[src/pkg/tps_consts.svh]
// Register offsets, field positions and reset values of the sawtooth PWM block.
`ifndef TPS_CONSTS_SVH
`define TPS_CONSTS_SVH

`define TPS_ADDR_W          10
`define TPS_DATA_W          16

`define TPS_MODE_ADDR       10'h348
`define TPS_CTRL_ADDR       10'h349
`define TPS_BUF0_ADDR       10'h34a
`define TPS_BUF1_ADDR       10'h34b
`define TPS_DEAD_ADDR       10'h34c
`define TPS_CAR_ADDR        10'h380
`define TPS_UTMR_ADDR       10'h382
`define TPS_VTMR_ADDR       10'h384
`define TPS_WTMR_ADDR       10'h386
`define TPS_STAT_ADDR       10'h388

`define TPS_MODE_POL_BIT    0
`define TPS_MODE_INTSPEC_BIT 1
`define TPS_MODE_OUTCTL_BIT 3
`define TPS_MODE_PROT_BIT   4
`define TPS_MODE_SAW_BIT    6
`define TPS_CTRL_DUAL_BIT   1
`define TPS_CTRL_DTSRC_BIT  2

`define TPS_MODE_RST        8'h00
`define TPS_CTRL_RST        8'h00
`define TPS_BUF_RST         6'h00
`define TPS_DEAD_RST        8'hff
`define TPS_CAR_RST         16'hffff
`define TPS_TMR_RST         16'h0000
`define TPS_DT_DIV          8'h02

`endif

[src/pkg/tps_pkg.sv]
// Types shared by the sawtooth PWM block.
package tps_pkg;

    typedef logic [15:0] tps_word_t;

    typedef struct packed {
        logic [7:0]        mode;
        logic [7:0]        ctrl;
        logic [5:0]        buf0;
        logic [5:0]        buf1;
        logic [7:0]        dead_rl;
        logic [15:0]       car_per;
        logic [2:0][15:0]  ph_val;
        logic [15:0]       car_cnt;
        logic [2:0][15:0]  ph_cnt;
        logic [2:0]        ph_run;
        logic [2:0][7:0]   dt_cnt;
        logic [7:0]        dt_div;
        logic [5:0][1:0]   sr;
        logic [5:0]        wave;
        logic              irq;
        logic [15:0]       rdata;
        logic              estop_q;
        logic [5:0]        pin;
        logic [5:0]        pin_oe;
    } tps_state_s;

endpackage

[src/hdl/tps_pwm.sv]
// Three-phase complementary PWM generator in sawtooth modulation mode.
//
// Decided for this implementation: the register offsets and the plain strobed port.
`include "tps_consts.svh"
`timescale 1ns/1ns
`default_nettype none

module tps_pwm
#(
    parameter logic [7:0] DT_DIV = `TPS_DT_DIV
)
(
    // Clock and reset
    input  wire logic                   core_clk_in,
    input  wire logic                   sys_rst_in,
    // Register port
    input  wire logic [`TPS_ADDR_W-1:0] reg_addr_in,
    input  wire tps_pkg::tps_word_t     reg_wdata_in,
    input  wire logic                   reg_wr_in,
    input  wire logic                   reg_rd_in,
    output logic      [`TPS_DATA_W-1:0] reg_rdata_out,
    // Emergency stop
    input  wire logic                   estop_n_in,
    // Carrier interrupt request
    output logic                        carrier_irq_out,
    // Inverter gate pins
    output logic                        u_phase_pin_out,
    output logic                        u_comp_phase_pin_out,
    output logic                        v_phase_pin_out,
    output logic                        v_comp_phase_pin_out,
    output logic                        w_phase_pin_out,
    output logic                        w_comp_phase_pin_out,
    output logic      [5:0]             phase_pins_oe_out
);
    import tps_pkg::*;

    // Only sawtooth modulation lives here; the triangular mode and its second
    // timer registers are not built, so the dual-register bit merely stops the block.
    // The interrupt is a bare one-cycle request with no divider of its own, and
    // software must pick a carrier period longer than every phase timer plus dead time.

    tps_state_s st;
    tps_state_s next_st;
    logic       active;
    logic       carrier_zero;
    logic       dt_tick;
    logic       estop_fell;
    logic       prot_trip;
    logic [2:0] shift;
    logic [2:0] dt_busy;

    // The gating bit pair decides the mode; nothing else does.
    assign active       = st.mode[`TPS_MODE_SAW_BIT] && !st.ctrl[`TPS_CTRL_DUAL_BIT];
    assign carrier_zero = active && (st.car_cnt == 16'h0000);
    assign estop_fell   = st.estop_q && !estop_n_in;
    // Dead timers run either on every clock or on the divided enable.
    assign dt_tick      = !st.ctrl[`TPS_CTRL_DTSRC_BIT] || (st.dt_div == 8'h00);

    for (genvar gp = 0; gp < 3; gp++)
    begin : g_phase
        assign shift[gp]   = st.ph_run[gp] && (st.ph_cnt[gp] == 16'h0000);
        assign dt_busy[gp] = (st.dt_cnt[gp] != 8'h00);
    end

    assign prot_trip = st.mode[`TPS_MODE_PROT_BIT] && (
        (!st.wave[0] && !st.wave[1]) ||
        (!st.wave[2] && !st.wave[3]) ||
        (!st.wave[4] && !st.wave[5]));

    always_comb
    begin
        next_st = st;
        next_st.irq = carrier_zero;
        next_st.rdata = 16'h0000;
        next_st.estop_q = estop_n_in;

        // Writes land in the state one cycle later and an unmapped address is
        // dropped. Nothing on this port ever waits, so a read and a write may
        // follow each other on consecutive cycles.
        // The interrupt spec and polarity bits are stored but never read here.
        if (reg_wr_in)
        begin
            case (reg_addr_in)
                `TPS_MODE_ADDR: next_st.mode = reg_wdata_in[7:0];
                `TPS_CTRL_ADDR: next_st.ctrl = reg_wdata_in[7:0];
                `TPS_BUF0_ADDR: next_st.buf0 = reg_wdata_in[5:0];
                `TPS_BUF1_ADDR: next_st.buf1 = reg_wdata_in[5:0];
                `TPS_DEAD_ADDR: next_st.dead_rl = reg_wdata_in[7:0];
                `TPS_CAR_ADDR:  next_st.car_per = reg_wdata_in;
                `TPS_UTMR_ADDR: next_st.ph_val[0] = reg_wdata_in;
                `TPS_VTMR_ADDR: next_st.ph_val[1] = reg_wdata_in;
                `TPS_WTMR_ADDR: next_st.ph_val[2] = reg_wdata_in;
                default:        next_st.mode = st.mode;
            endcase
        end

        // Read data stand for one cycle only and fall back to zero, so a late
        // sampler sees zero rather than a stale word.
        if (reg_rd_in)
        begin
            case (reg_addr_in)
                `TPS_MODE_ADDR: next_st.rdata = {8'h00, st.mode};
                `TPS_CTRL_ADDR: next_st.rdata = {8'h00, st.ctrl};
                `TPS_BUF0_ADDR: next_st.rdata = {10'h000, st.buf0};
                `TPS_BUF1_ADDR: next_st.rdata = {10'h000, st.buf1};
                `TPS_DEAD_ADDR: next_st.rdata = {8'h00, st.dead_rl};
                `TPS_CAR_ADDR:  next_st.rdata = st.car_per;
                `TPS_UTMR_ADDR: next_st.rdata = st.ph_val[0];
                `TPS_VTMR_ADDR: next_st.rdata = st.ph_val[1];
                `TPS_WTMR_ADDR: next_st.rdata = st.ph_val[2];
                `TPS_STAT_ADDR: next_st.rdata = {3'h0, active, dt_busy, st.ph_run, st.wave};
                default:        next_st.rdata = 16'h0000;
            endcase
        end

        // Carrier counts down and reloads its period on reaching zero.
        if (!active || carrier_zero)
        begin
            next_st.car_cnt = st.car_per;
        end
        else
        begin
            next_st.car_cnt = st.car_cnt - 16'h0001;
        end

        // The divider free-runs; a dead time on the slow source may therefore
        // be up to one divided period shorter than its reload suggests.
        if (!st.ctrl[`TPS_CTRL_DTSRC_BIT] || st.dt_div == 8'h00)
        begin
            next_st.dt_div = DT_DIV - 8'h01;
        end
        else
        begin
            next_st.dt_div = st.dt_div - 8'h01;
        end

        // Each pair owns its one-shot and its dead timer; the two outputs of a
        // pair share both, which keeps their edges aligned.
        for (int p = 0; p < 3; p++)
        begin
            // A carrier zero always restarts the one-shot, even mid-count.
            if (carrier_zero)
            begin
                next_st.ph_cnt[p] = st.ph_val[p];
                next_st.ph_run[p] = 1'b1;
            end
            else if (shift[p])
            begin
                next_st.ph_run[p] = 1'b0;
            end
            else if (st.ph_run[p])
            begin
                next_st.ph_cnt[p] = st.ph_cnt[p] - 16'h0001;
            end

            // A retrigger reloads the shared value and restarts the count.
            if (shift[p])
            begin
                next_st.dt_cnt[p] = st.dead_rl;
            end
            else if (dt_busy[p] && dt_tick)
            begin
                next_st.dt_cnt[p] = st.dt_cnt[p] - 8'h01;
            end

            for (int c = 0; c < 2; c++)
            begin
                if (carrier_zero)
                begin
                    next_st.sr[2*p+c] = {st.buf1[2*p+c], st.buf0[2*p+c]};
                    next_st.wave[2*p+c] = st.buf0[2*p+c];
                end
                else if (shift[p])
                begin
                    next_st.sr[2*p+c] = {st.sr[2*p+c][1], st.sr[2*p+c][1]};
                    // A rise takes effect at once; a fall waits for the dead time.
                    next_st.wave[2*p+c] = st.sr[2*p+c][1] ||
                        (st.wave[2*p+c] && st.dead_rl != 8'h00);
                end
                else
                begin
                    next_st.wave[2*p+c] = st.sr[2*p+c][0] ||
                        (st.wave[2*p+c] && dt_busy[p]);
                end
            end
        end

        // Stop and protection win over a write in the same cycle.
        if (estop_fell || prot_trip)
        begin
            next_st.mode[`TPS_MODE_OUTCTL_BIT] = 1'b0;
        end

        // Pins follow the next waveform so that they leave a flip-flop in the
        // same cycle as the state that produced them.
        next_st.pin = next_st.wave;
        next_st.pin_oe = {6{next_st.mode[`TPS_MODE_OUTCTL_BIT]}};

        // Reset is last so that it overrides every update above, including a
        // write or a carrier zero that falls in the same cycle.
        if (sys_rst_in)
        begin
            next_st = '0;
            next_st.mode = `TPS_MODE_RST;
            next_st.ctrl = `TPS_CTRL_RST;
            next_st.buf0 = `TPS_BUF_RST;
            next_st.buf1 = `TPS_BUF_RST;
            next_st.dead_rl = `TPS_DEAD_RST;
            next_st.car_per = `TPS_CAR_RST;
            next_st.car_cnt = `TPS_CAR_RST;
            next_st.ph_val = {3{`TPS_TMR_RST}};
            next_st.estop_q = 1'b1;
        end
    end

    always_ff @(posedge core_clk_in)
    begin
        st <= next_st;
    end

    assign reg_rdata_out        = st.rdata;
    assign carrier_irq_out      = st.irq;
    assign u_phase_pin_out      = st.pin[0];
    assign u_comp_phase_pin_out = st.pin[1];
    assign v_phase_pin_out      = st.pin[2];
    assign v_comp_phase_pin_out = st.pin[3];
    assign w_phase_pin_out      = st.pin[4];
    assign w_comp_phase_pin_out = st.pin[5];
    assign phase_pins_oe_out    = st.pin_oe;
endmodule

`default_nettype wire

[config.mk]
export PLATFORM = sky130hd
export DESIGN_NAME = tps_pwm
export DESIGN_NICKNAME = d
export VERILOG_FILES = /design/src/pkg/tps_pkg.sv /design/src/hdl/tps_pwm.sv
export VERILOG_INCLUDE_DIRS = /design/src /design/src/pkg
export SDC_FILE = /design/constraint.sdc
export NUM_CORES = 1
export LEC_CHECK = 0
export BUFFER_PORTS_ARGS = -buffer_cell sky130_fd_sc_hd__buf_4
export CAP_MARGIN = 20
export CORE_MARGIN = 8
export CORE_UTILIZATION = 55
export DETAILED_ROUTE_END_ITERATION = 16
export PLACE_DENSITY = 0.73
export SYNTH_ARGS = -nofsm -noshare
export SYNTH_HDL_FRONTEND = slang
export SYNTH_SLANG_ARGS = --single-unit
[constraint.sdc]
create_clock -name core_clk_in -period 2.5 [get_ports core_clk_in]
set_input_delay 0.5 -clock core_clk_in [delete_from_list [all_inputs] [get_ports core_clk_in]]
set_output_delay 0.5 -clock core_clk_in [all_outputs]
set_load 0.03 [all_outputs]
==> results.md, run 1 <==
- The filler cells instantiated in the layout total 1741.
- The number of hold buffers added after CTS is 0.
- In this run the clock root is driven by a clkbuf_16.
- After technology mapping, the gate count stands at 1313.
- The total number of vias is 10010.
- The net count of the mapped netlist is between 1000 and 1500.
- Setup violations remaining at the end of the flow were counted as 0.
- Across the run, the number of max-cap violations was 0.
- In this run, distinct cell masters in the synthesized netlist total 71.
- The initial antenna violation count is 0.
- At the worst endpoint, the arrival time is ~2.9 ns.
- The final count of pins violating max slew was 0.
- The worst setup slack for register-to-register paths is between 0.09 and 0.1 ns.
- The startpoint of the most critical hold path is estop_n_in.
- 0 antenna diodes ended up in the layout.
- The final worst slack is 0.09620 ns.
- The required time of the worst setup path is about 3.0 ns.
- The cell area after technology mapping is 11240 um^2.
- The share of synthesized registers carrying an async set or reset is 0%.
- The worst pin sits at a relative slew slack of approximately three fifths.
- The worst hold path stage count is 2.
- After the flow finishes, the layout carries non-filler instances totaling roughly 1600.
- At the pin with the least slew margin, the transition time is 0.6137 ns.
- The sink count of the clock tree is ~240.
- The maximum count of clock buffers along a single path is 3.
- The worst setup path is launched from a flip-flop.
- The wire length of the first global-routing pass is 51.65 mm.
- The area of the die is 25270 um^2.
- The average detailed-routed wire length per instance is 19.67 um.
- In this run the remaining antenna-violating nets after routing total 0.
- The wire length after detailed routing is 32.32 mm.
- The worst hold-check path type is primary input to flip-flop.
- TritonCTS created 25 clock buffers.
- The die is 159.0 um tall.
- The pre-CTS setup slack is -0.1394 ns.
- Hold timing on the final database bottoms out at a slack of 0.1687 ns.
- The mean post-synth cell area is approximately 8.6 um^2.
- CTS built an H-tree with a depth of 1.
- Power spread over the standard cell area amounts to 691.9 nW/um^2.
- The pin count of the biggest net entering global routing is between 90 and 100.
- In the synthesized netlist the dominant register cell turns out to be dfxtp_1.
- The worst setup path is captured at a flip-flop.
- The fraction of final layout cells with drive strength greater than 1 is 14.49%.
- The run finished with clean final reports.
- The growth of design area from synthesis to finish is 14.71%.
- After synthesis, flip-flops and latches occupy a little over two fifths of the total area.
- Summed over all cells, the static leakage comes to 5.118 nW.
- The insertion delay to the later sink of the worst-skew pair is 0.53 ns.
- The count of buffers added on input and output ports is between 50 and 60.
- The highest achievable clock rate is 0.4160 GHz.
- The HPWL after detailed placement is 23.11 mm.
- The post-layout minimum cycle time is between 2 and 2.5 ns.
- The number of vias per cell after detailed routing is 6.093.
- Yosys printed 0 warnings.
- In this run the worst setup path begins at st[83]$_SDFFE_PP0P_.
- In the layout the commonest cells are 235 x dfxtp_1, 186 x nand2_1, 124 x nor2_1.
- The final design utilization is 63.92%.
- The final layout contains 1405 nets.
- After clock tree synthesis, the clock-pin slew on the worst setup and hold paths is 0.06 ns.
- The maximum net fanout on the critical path is 6.
- The cell accounting for the most synthesized area is dfxtp_1.
- The cell row count is 52.
- The path type of the worst setup path is flip-flop to flip-flop.
- The first detailed-routing pass ran for 7 iterations.
- The die is 159.0 um wide.
- The area of the placeable core is 20170 um^2.
- The CTS tree is yes.
- After global routing the overflow that remains totals 0.
- The worst-case vdd ir drop is 0.4967 mV.
- The congestion estimate from routability-driven global placement came to 0.9298.
- The count of flip-flops with a built-in enable after synthesis is 0.
- The cell depth of the worst flop-to-flop path is 7.
- The synthesized design devotes to its leading area cell type around two fifths of total area.
- The count of endpoints failing hold in the final timing report is 0.
- The total design power is 0.008920 W.
- Ranked by total cell area, the synthesized netlist is headed by dfxtp_1 42%, nand2_1 6.2%, mux2i_1 5.9%.
- The effective utilization at floorplan is 55.73%.
- The number of global-route vias before repair is 9588.
- For this run, the total global-route usage over all layers was measured as 24.76%.
- The start of the worst register-to-register path is st[83]$_SDFFE_PP0P_.
- In this run the count of I/O pins placed on the die edge is 60.
- The residual DRC count is 0.
- In the finished design, the share of the clock period the worst path needs comes to 96.15%.
- After the first detailed-routing iteration, the DRC count stood at roughly 900.
- After detailed placement, the design holds a cell count of 1600.
- The flip-flop and latch count after synthesis is between 200 and 250.
- Leaving out fill and tap cells, the most frequent cell in the layout is dfxtp_1.
- Clock skew on the completed layout was measured at ~0.019 ns.
==> stage by stage <==
step / setup TNS, ns / cell area [um^2]
2_1_floorplan: 0 / 11240
3_3_place_gp: -0.07720 / 12070
3_5_place_dp: -0.3655 / 12070
4_1_cts: 0 / 12830
5_1_grt: -0.001048 / 12890
6_report: 0 / 12890
==> worst max-delay path: stages (launching register included) <==
cell and delay (ns):
dfxtp_1 0.36, inv_2 0.09, ha_1 0.15, or4b_4 0.46, buf_4 0.17, o41a_1 0.54
a2111oi_4 0.42, a31o_2 0.16
==> final timing paths <==
check,to
worst max-delay path,st[84]$_SDFFE_PP0P_
worst min-delay path,st[12]$_SDFF_PP1_
worst max register to register,st[84]$_SDFFE_PP0P_
worst min register to register,st[45]$_SDFFE_PP0P_
==> cell usage after synthesis (5+ instances only) <==
| cell type | n |
|---|---|
| dfxtp_1 | 235 |
| nand2_1 | 186 |
| nor2_1 | 125 |
| a21oi_1 | 95 |
| clkbuf_1 | 67 |
| mux2i_1 | 66 |
| a211oi_1 | 42 |
| xor2_1 | 39 |
| nor3_1 | 35 |
| nand3_1 | 33 |
| o21ai_0 | 30 |
| xnor2_1 | 27 |
| nor4_1 | 23 |
| buf_4 | 22 |
| inv_1 | 21 |
| o211ai_1 | 20 |
| nand4_1 | 19 |
| buf_2 | 16 |
| or3_1 | 16 |
| a22o_1 | 15 |
| ha_1 | 15 |
| a22oi_1 | 12 |
| a222oi_1 | 11 |
| a31oi_1 | 10 |
| or4_1 | 9 |
| a311oi_1 | 8 |
| and3_1 | 8 |
| o31ai_1 | 8 |
| nand4b_1 | 7 |
| nor2b_1 | 7 |
| mux2_2 | 6 |
| a221oi_1 | 5 |
| and2_1 | 5 |
| nor3b_1 | 5 |
==> cell type report <==
class / count / area [um^2] / area share, %
timing repair buffer: 125 / 1008 / 7.822
tap: 270 / 337.8 / 2.620
sequential: 235 / 4705 / 36.49
clock inverter: 5 / 28.78 / 0.2232
inverter: 21 / 78.83 / 0.6114
clock buffer: 36 / 726.9 / 5.639
multi-input combinational: 951 / 6007 / 46.59
==> routing by layer <==
layer,wire length [um],track usage (%),part of all wire [%],vias up
li1,-,-,-,4818
met1,14470,33.45,45,4734
met2,14470,38.91,45,376
met3,2090,3.956,6.5,82
met4,1285,9.949,4.0,0
met5,0,0,0,-
==> cells by family after synthesis <==
family                   count (synthesis)  share of synthesized area, %
AO/OA/AOI/OAI                          285                         17.27
XOR/XNOR                                66                         5.143
adder cells (fa/ha/maj)                 15                         1.670
buffers and inverters                  127                         5.165
flip-flops                             235                         41.86
multiplexers                            73                         6.679
AND/OR/NAND/NOR                        512                         22.22
==> flip-flops by register name, indices dropped and copies added, names as in the netlist <==
name,flops
st,212
reg_rdata_out,16
carrier_irq_out,1
u_comp_phase_pin_out,1
u_phase_pin_out,1
v_comp_phase_pin_out,1
v_phase_pin_out,1
w_comp_phase_pin_out,1
w_phase_pin_out,1
==> what timing repair did <==
action                                 in CTS  in global routing
pin swaps                                   0                  1
gates resized for setup                     3                 10
setup buffers                               0                  2
endpoints found under the hold margin       0                  0
setup endpoints to repair                   3                  8
==> report_power, final <==
part	switching, W	internal (W)	total (W)
registers	0.000149	0.00392	0.00407
logic	0.000784	0.000594	0.00138
clock network	0.00148	0.00200	0.00347
total	0.00241	0.00651	0.00892
No activity file was read; power rests on OpenSTA's default activity.
==> run 2: changes to the inputs <==
- BUFFER_PORTS_ARGS: -buffer_cell sky130_fd_sc_hd__buf_4 -> unset
- CELL_PAD_IN_SITES_DETAIL_PLACEMENT: unset -> 0
- CELL_PAD_IN_SITES_GLOBAL_PLACEMENT: unset -> 1
- CORE_UTILIZATION: 55 -> 49
- DONT_BUFFER_PORTS: unset -> 1
- PLACE_DENSITY: 0.73 -> unset
- PLACE_DENSITY_LB_ADDON: unset -> 0.1
- SLEW_MARGIN: unset -> 20
==> run 2 against run 1 <==
Design area down 1.9%. Flip-flop and latch count unchanged. Clock power up 15%. Utilization down 7.9 points. Via count down 3.9%. Global-route usage down 1.2 points. Critical endpoint unchanged.
==> results.md, run 2 (synthesis gave the netlist of run 1 again) <==
- The die is 167.5 um wide.
- In this run the count of I/O pins placed on the die edge is 60.
- In this run the worst path has a maximum fanout of 6.
- VDD sags by at most 0.6009 mV.
- The die covers 28040 um^2.
- The insertion delay to the later sink of the worst-skew pair is between 0.5 and 0.6 ns.
- In the final routed layout, each cell accounts on average for 21.03 um.
- Counting cells, the worst reg-to-reg path comes to 7.
- TritonCTS built the clock tree.
- The weighted congestion reported at the end of routability-driven placement is 0.8907.
- In this run the deepest clock path goes through 3 buffers.
- The worst setup slack for register-to-register paths is between 0.1 and 0.15 ns.
- The library cells used most frequently in the layout, excluding fill and tap cells, are 234 x dfxtp_1, 186 x nand2_1, 125 x nor2_1.
- The effective utilization at floorplan is 49.79%.
- In this run the post-CTS setup repair buffer count came out at 0.
- The all-layer global routing usage is between 20% and 30%.
- In the final layout, the share of cells above drive strength 1 is between 10% and 20%.
- The total clock buffers created by CTS is 27.
- The post-layout minimum cycle time is 2.364 ns.
- For the pin with the worst max-slew slack, the measured transition is 0.7037 ns.
- The wire length after detailed routing is 33.90 mm.
- The worst hold-check path type is primary input to flip-flop.
- The filler cells instantiated in the layout total between 2000 and 2500.
- The growth of design area from synthesis to finish is 12.57%.
- The first global-routing pass estimated between 50 and 60 mm of wire.
- After detailed routing, the number of remaining DRC violations is 0.
- The hold path endpoint is st[82]$_SDFFE_PP0P_.
- Dividing the detail-routed via count by the number of cells gives 5.970.
- The required time of the worst setup path is 2.97 ns.
- The path type of the worst setup path is flip-flop to flip-flop.
- The most common cell after layout, fill and taps aside is dfxtp_1.
- The area of the placeable core is 22570 um^2.
- The critical path goes through inv_1 > ha_1 > or4b_1 > buf_4 > o41a_1 > a2111oi_1 > a31o_2.
- The total of endpoints with negative setup slack in the final report is 0.
- The power per standard cell area is about 730 nW/um^2.
- The final count of pins violating max slew came to 0.
- Setup repair after global routing left no endpoint under its margin.
- After layout, the worst path uses between 90% and 100% of the clock period.
- The total congestion overflow is 0.
- The static leakage power is about 4.9 nW.
- The detailed router finished its first iteration with 883 violations.
- The critical path launch point type is a flip-flop.
- The setup clock skew after layout is 0.02107 ns.
- Once the clock tree was built, the resizer swapped 0 gates to a different size.
- The highest-delay cell along the critical path is o41a_1.
- The highest achievable clock rate is 0.4230 GHz.
- The count of buffers from port buffering is 0.
- The post-DP HPWL is 24.03 mm.
- The number of hold buffers added after CTS is 0.
- The root buffer cell is clkbuf_16.
- st holds more flip-flops than any other register.
- In this run the most critical hold path is launched from sys_rst_in.
- The category of the worst setup path capture point is a flip-flop.
- The initial antenna violation count is 0.
- The final-stage net count is 1355.
- Once detail routing completed, the nets flagged for antenna violations numbered 0.
- The run finished with clean final reports.
- Once placement completed, the tool counted placed cells totaling 1565.
- CTS built an H-tree with a depth of 1.
- The final-layout setup total negative slack is 0 ns.
- The cell row count is 55.
- The number of detailed-route iterations in the first pass is 6.
- Entering global routing, the biggest net connects 153 pins.
- The number of flip-flops under the largest register name is around 210.
- Counting instances, the worst hold path has a depth of 1.
- The number of antenna cells inserted is 0.
- The count of endpoints failing hold in the final timing report is 0.
- The number of global-route vias before repair is between 9000 and 10000.
- The tool flagged a number of max-cap violations equal to 0.
- The startpoint identified for the worst register-to-register timing path is st[83]$_SDFFE_PP0P_.
- After clock tree synthesis, the clock-pin slew on the worst setup and hold paths is 0.06 ns.
- From bottom edge to top edge, the die measures between 150 and 200 um.
- The worst path arrival time is 2.84 ns.
- The number of standard cells in the final layout excluding fillers is 1612.
- In this run the critical register-to-register path is captured at st[84]$_SDFFE_PP0P_.
- The sink count of the clock tree is 235.
- Headroom to the max-slew limit came out at 53.02%.
- For this run, the share of the core covered by cells in the final layout is 56.05%.
- The stage delay of the slowest cell on the critical path is 0.52 ns.
- Detailed routing inserted a total of 9624 vias.
[run 2: cell count changes in the layout (fill, tap and decap cells not counted), sizes merged]
cell,delta
bufinv,+2
buf,-52
clkinvlp,+3
clkinv,+1
[run 2: per-stage QoR]
step	hold slack, ns	area [um^2]	setup slack [ns]	power, W
2_1_floorplan	0.4312	11240	0.1294	0.005130
3_3_place_gp	0.4349	11740	0.08354	0.005356
3_5_place_dp	0.4429	11740	0.02954	0.005369
4_1_cts	0.02716	12650	0.05981	0.009346
5_1_grt	0.03841	12650	0.008870	0.009696
6_report	0.04022	12650	0.1360	0.009286
[run 2: where the power goes]
part	internal [W]	switching, W
Sequential	0.00392	0.000149
Clock	0.00241	0.00158
Combinational	0.000570	0.000665
Total	0.00690	0.00239
[run 2: worst max path at each step]
| stage | startpoint | end | slack [ns] | depth (start not counted) |
|---|---|---|---|---|
| 2_1_floorplan | reg_addr_in[5] | st[242]$_SDFFE_PP0P_ | 0.13 | 5 |
| 5_1_grt | st[83]$_SDFFE_PP0P_ | st[91]$_SDFFE_PP0P_ | 0.009 | 9 |
| 4_1_cts | st[83]$_SDFFE_PP0P_ | u_phase_pin_out$_SDFF_PP0_ | 0.06 | 7 |
| 3_3_place_gp | reg_addr_in[5] | st[224]$_SDFFE_PP0P_ | 0.08 | 6 |
| 3_5_place_dp | reg_addr_in[5] | st[234]$_SDFFE_PP0P_ | 0.03 | 7 |
| 6_report | st[83]$_SDFFE_PP0P_ | st[84]$_SDFFE_PP0P_ | 0.14 | 7 |
[run 2: area by class of cell]
type	instances	area, um^2	share of cell area [%]
Clock inverter	11	116.4	0.9197
Clock buffer	36	789.5	6.240
Sequential cell	235	4706	37.19
Inverter	21	78.83	0.6230
Tap cell	285	356.6	2.818
Multi-Input combinational cell	951	5969	47.18
Timing Repair Buffer	73	635.6	5.024
[run 2: metal layers]
metal  global-route usage (%)  up-vias  part of all wire [%]
li1                         -     4717                     -
met1                    31.93     4592                    45
met5                        0        -                     0
met2                    37.59      270                    45
met4                    5.901        0                   2.0
met3                    4.867       45                   7.5
[run 2: worst max-delay path: cells and delay by family (launching register included)]
kind            cells  cell delay, ns
compound gates      3            1.08
fa+ha+maj           1            0.15
buf+inv             2            0.29
simple gates        1            0.46
flops               1            0.35
==> run 3: changes to the inputs <==
- CORE_UTILIZATION: 49 -> 51
- CTS_BUF_LIST: unset -> sky130_fd_sc_hd__clkbuf_8
- PLACE_DENSITY: unset -> 0.93
- PLACE_DENSITY_LB_ADDON: 0.1 -> unset
==> run 3 against run 2 <==
Sequential power is essentially flat. Critical path depth grew 2. Register-to-register slack worse by 0.02 ns. Total power decreased by 6.1%. Clock skew grew 0.0099 ns. Clock-buffer cell count up 13. Worst setup slack worse by 0.019 ns. Combinational power barely moved. Die area down 3.5%.
==> results.md, run 3 (synthesis gave the netlist of run 1 again) <==
- After clock tree synthesis, the clock-pin slew on the worst setup and hold paths is 0.06 ns.
- The height of the die is 164.5 um.
- The number of maximum-capacitance violations is 0.
- 0 antenna diodes ended up in the layout.
- The post-layout minimum cycle time is 2.383 ns.
- The buffers inserted during post-CTS setup optimization is 0.
- The post-route netlist has 11.87% of its cells at a drive strength greater than 1.
- Setup repair after global routing left no endpoint under its margin.
- Setup violations remaining at the end of the flow were counted as 0.
- At the worst endpoint, the arrival time is 2.83 ns.
- The area of the placeable core is 21760 um^2.
- Summing all flip-flop and latch instances after layout gives ~4700 um^2.
- The number of hold buffers added after CTS is 0.
- In this run the worst hold path is classified as primary input to flip-flop.
- The multi-input combinational cells in the finished layout cover a total of 5986 um^2.
- The most common cell after layout, fill and taps aside is dfxtp_1.
- The average detailed-routed wire length per instance is 19.87 um.
- The critical path launch point type is a flip-flop.
- The path type of the worst setup path is flip-flop to flip-flop.
- The worst hold slack is 0.04411 ns.
- The met1 demand-to-capacity share in global routing is a little under a third.
- For this run, global-route usage on met2 was measured as 36.66%.
- The worst-margin pin slew is about 0.69 ns.
- The busiest metal layer after global routing is met2.
- Counting every sink on the clock net gives 235.
- TritonCTS built the clock tree.
- The clock passes through at most 3 buffers.
- The routed layout has 9981 vias.
- The register with the most flip-flops in the layout has 212 of them.
- The power per standard cell area is 701.5 nW/um^2.
- The number of vias per cell after detailed routing is 6.161.
- The post-route clock period utilization is 95.34%.
- The count of endpoints failing hold in the final timing report was 0.
- The count of buffers from port buffering is 0.
- The H-tree generated during clock tree synthesis spans 2 levels.
- The setup check on the worst reg-to-reg path leaves a slack of ~0.12 ns.
- The pin count of the biggest net entering global routing is 153.
- The root buffer cell is clkbuf_8.
- The number of standard cells in the final layout excluding fillers is about 1600.
- 60 I/O pins were placed.
- The worst setup path is captured at a flip-flop.
- The final count of pins violating max slew was 0.
- The worst-case headroom to the max-slew limit is a little over half.
- The growth of design area from synthesis to finish is 10.53%.
- The first-iteration detailed-routing DRC count is 1005.
- Once detail routing completed, the nets flagged for antenna violations numbered 0.
- The area after detailed placement is 11610 um^2.
- Global routing finished with a remaining overflow of 0.
- The wire length after detailed routing is 32.19 mm.
- The effective utilization at floorplan is roughly half.
- Of all nets on the critical path, the largest fanout is 8.
- For the worst setup path, the data required time is 2.95 ns.
- Clock latency on the worst-skew pair, taken at its later pin, is 0.54 ns.
- The number of global-route vias before repair is 9284.
- The run finished with clean final reports.
- Global routing consumed, over all layers together, about a quarter of the routing resources.
- The die boundary width is ~160 um.
- The initial antenna violation count is 0.
- Timing would allow up to about 0.42 GHz.
- The met3 usage in global routing is 4.885%.
- The worst-case vdd ir drop is 0.4238 mV.
- Routability-driven placement finished with a final weighted congestion of 0.8971.
- The static leakage power is 4.863 nW.
- The cell row count is 54.
- Fill cells in the final layout number 2019.
- Between clock sinks in the finished design, the worst skew comes to 0.03095 ns.
- Buffers inserted during clock tree synthesis total 41.
- After routing the design area is 12420 um^2.
- For this run, design rule violations remaining after detail routing come to 0.
- Once placement completed, the tool counted placed cells totaling 1549.
- In the layout the commonest cells are 234 x dfxtp_1, 186 x nand2_1, 125 x nor2_1.
- Summing internal, switching and leakage power gives ~0.0087 W.
- In this run, post-CTS repair resized a total of 0 instances.
- Before antenna repair, the detailed router went through 5 iterations.
- The wire length of the first global-routing pass is 50.56 mm.
- At the end of the flow, the number of nets in the layout was 1358.
- The wire-length estimate of the detail-placed layout is 22.49 mm.
- The register bank with the most flops is st.
- The area of the die is about 27000 um^2.
[run 3: power by group]
part | switching [W] | total [W] | internal (W)
clock | 0.00161 | 0.00340 | 0.00179
sequential | 0.000148 | 0.00407 | 0.00392
combinational | 0.000683 | 0.00125 | 0.000569
[run 3: worst max-delay path, stage by stage (launching register included)]
cell      delay [ns]
dfxtp_1         0.35
inv_1           0.11
ha_1            0.16
or4b_1          0.47
buf_4           0.18
o41ai_4         0.40
buf_6           0.19
nor4_1          0.06
xnor2_1         0.15
a211oi_1        0.22
[run 3: cell type report]
cell class | count | area share, %
sequential | 235 | 37.88
inverter | 21 | 0.6345
clock buffer | 49 | 5.429
multi-input combinational | 951 | 48.18
tap | 280 | 2.820
timing repair buffer | 62 | 4.180
clock inverter | 22 | 0.8762
[run 3: final timing paths]
kind / start / endpoint / depth (start not counted)
max: st[83]$_SDFFE_PP0P_ / st[91]$_SDFFE_PP0P_ / 9
max reg2reg: st[83]$_SDFFE_PP0P_ / st[91]$_SDFFE_PP0P_ / 9
min: sys_rst_in / st[80]$_SDFFE_PP0P_ / 1
min reg2reg: st[43]$_SDFFE_PP0P_ / st[43]$_SDFFE_PP0P_ / 2
[run 3: through the flow]
stage	worst slack (ns)	utilization, %	setup TNS, ns
floorplan	0.1294	-	0
global placement	0.01314	53.39	0
detailed placement	-0.02131	53.39	-0.07891
CTS	0.06681	56.99	0
global route	0.002737	57.10	0
finish	0.1166	57.10	0
[run 3: routing by layer]
layer	wire, um	up-vias
met5	0	-
met4	1020	0
met3	2642	83
met2	14510	405
met1	14030	4761
li1	-	4732
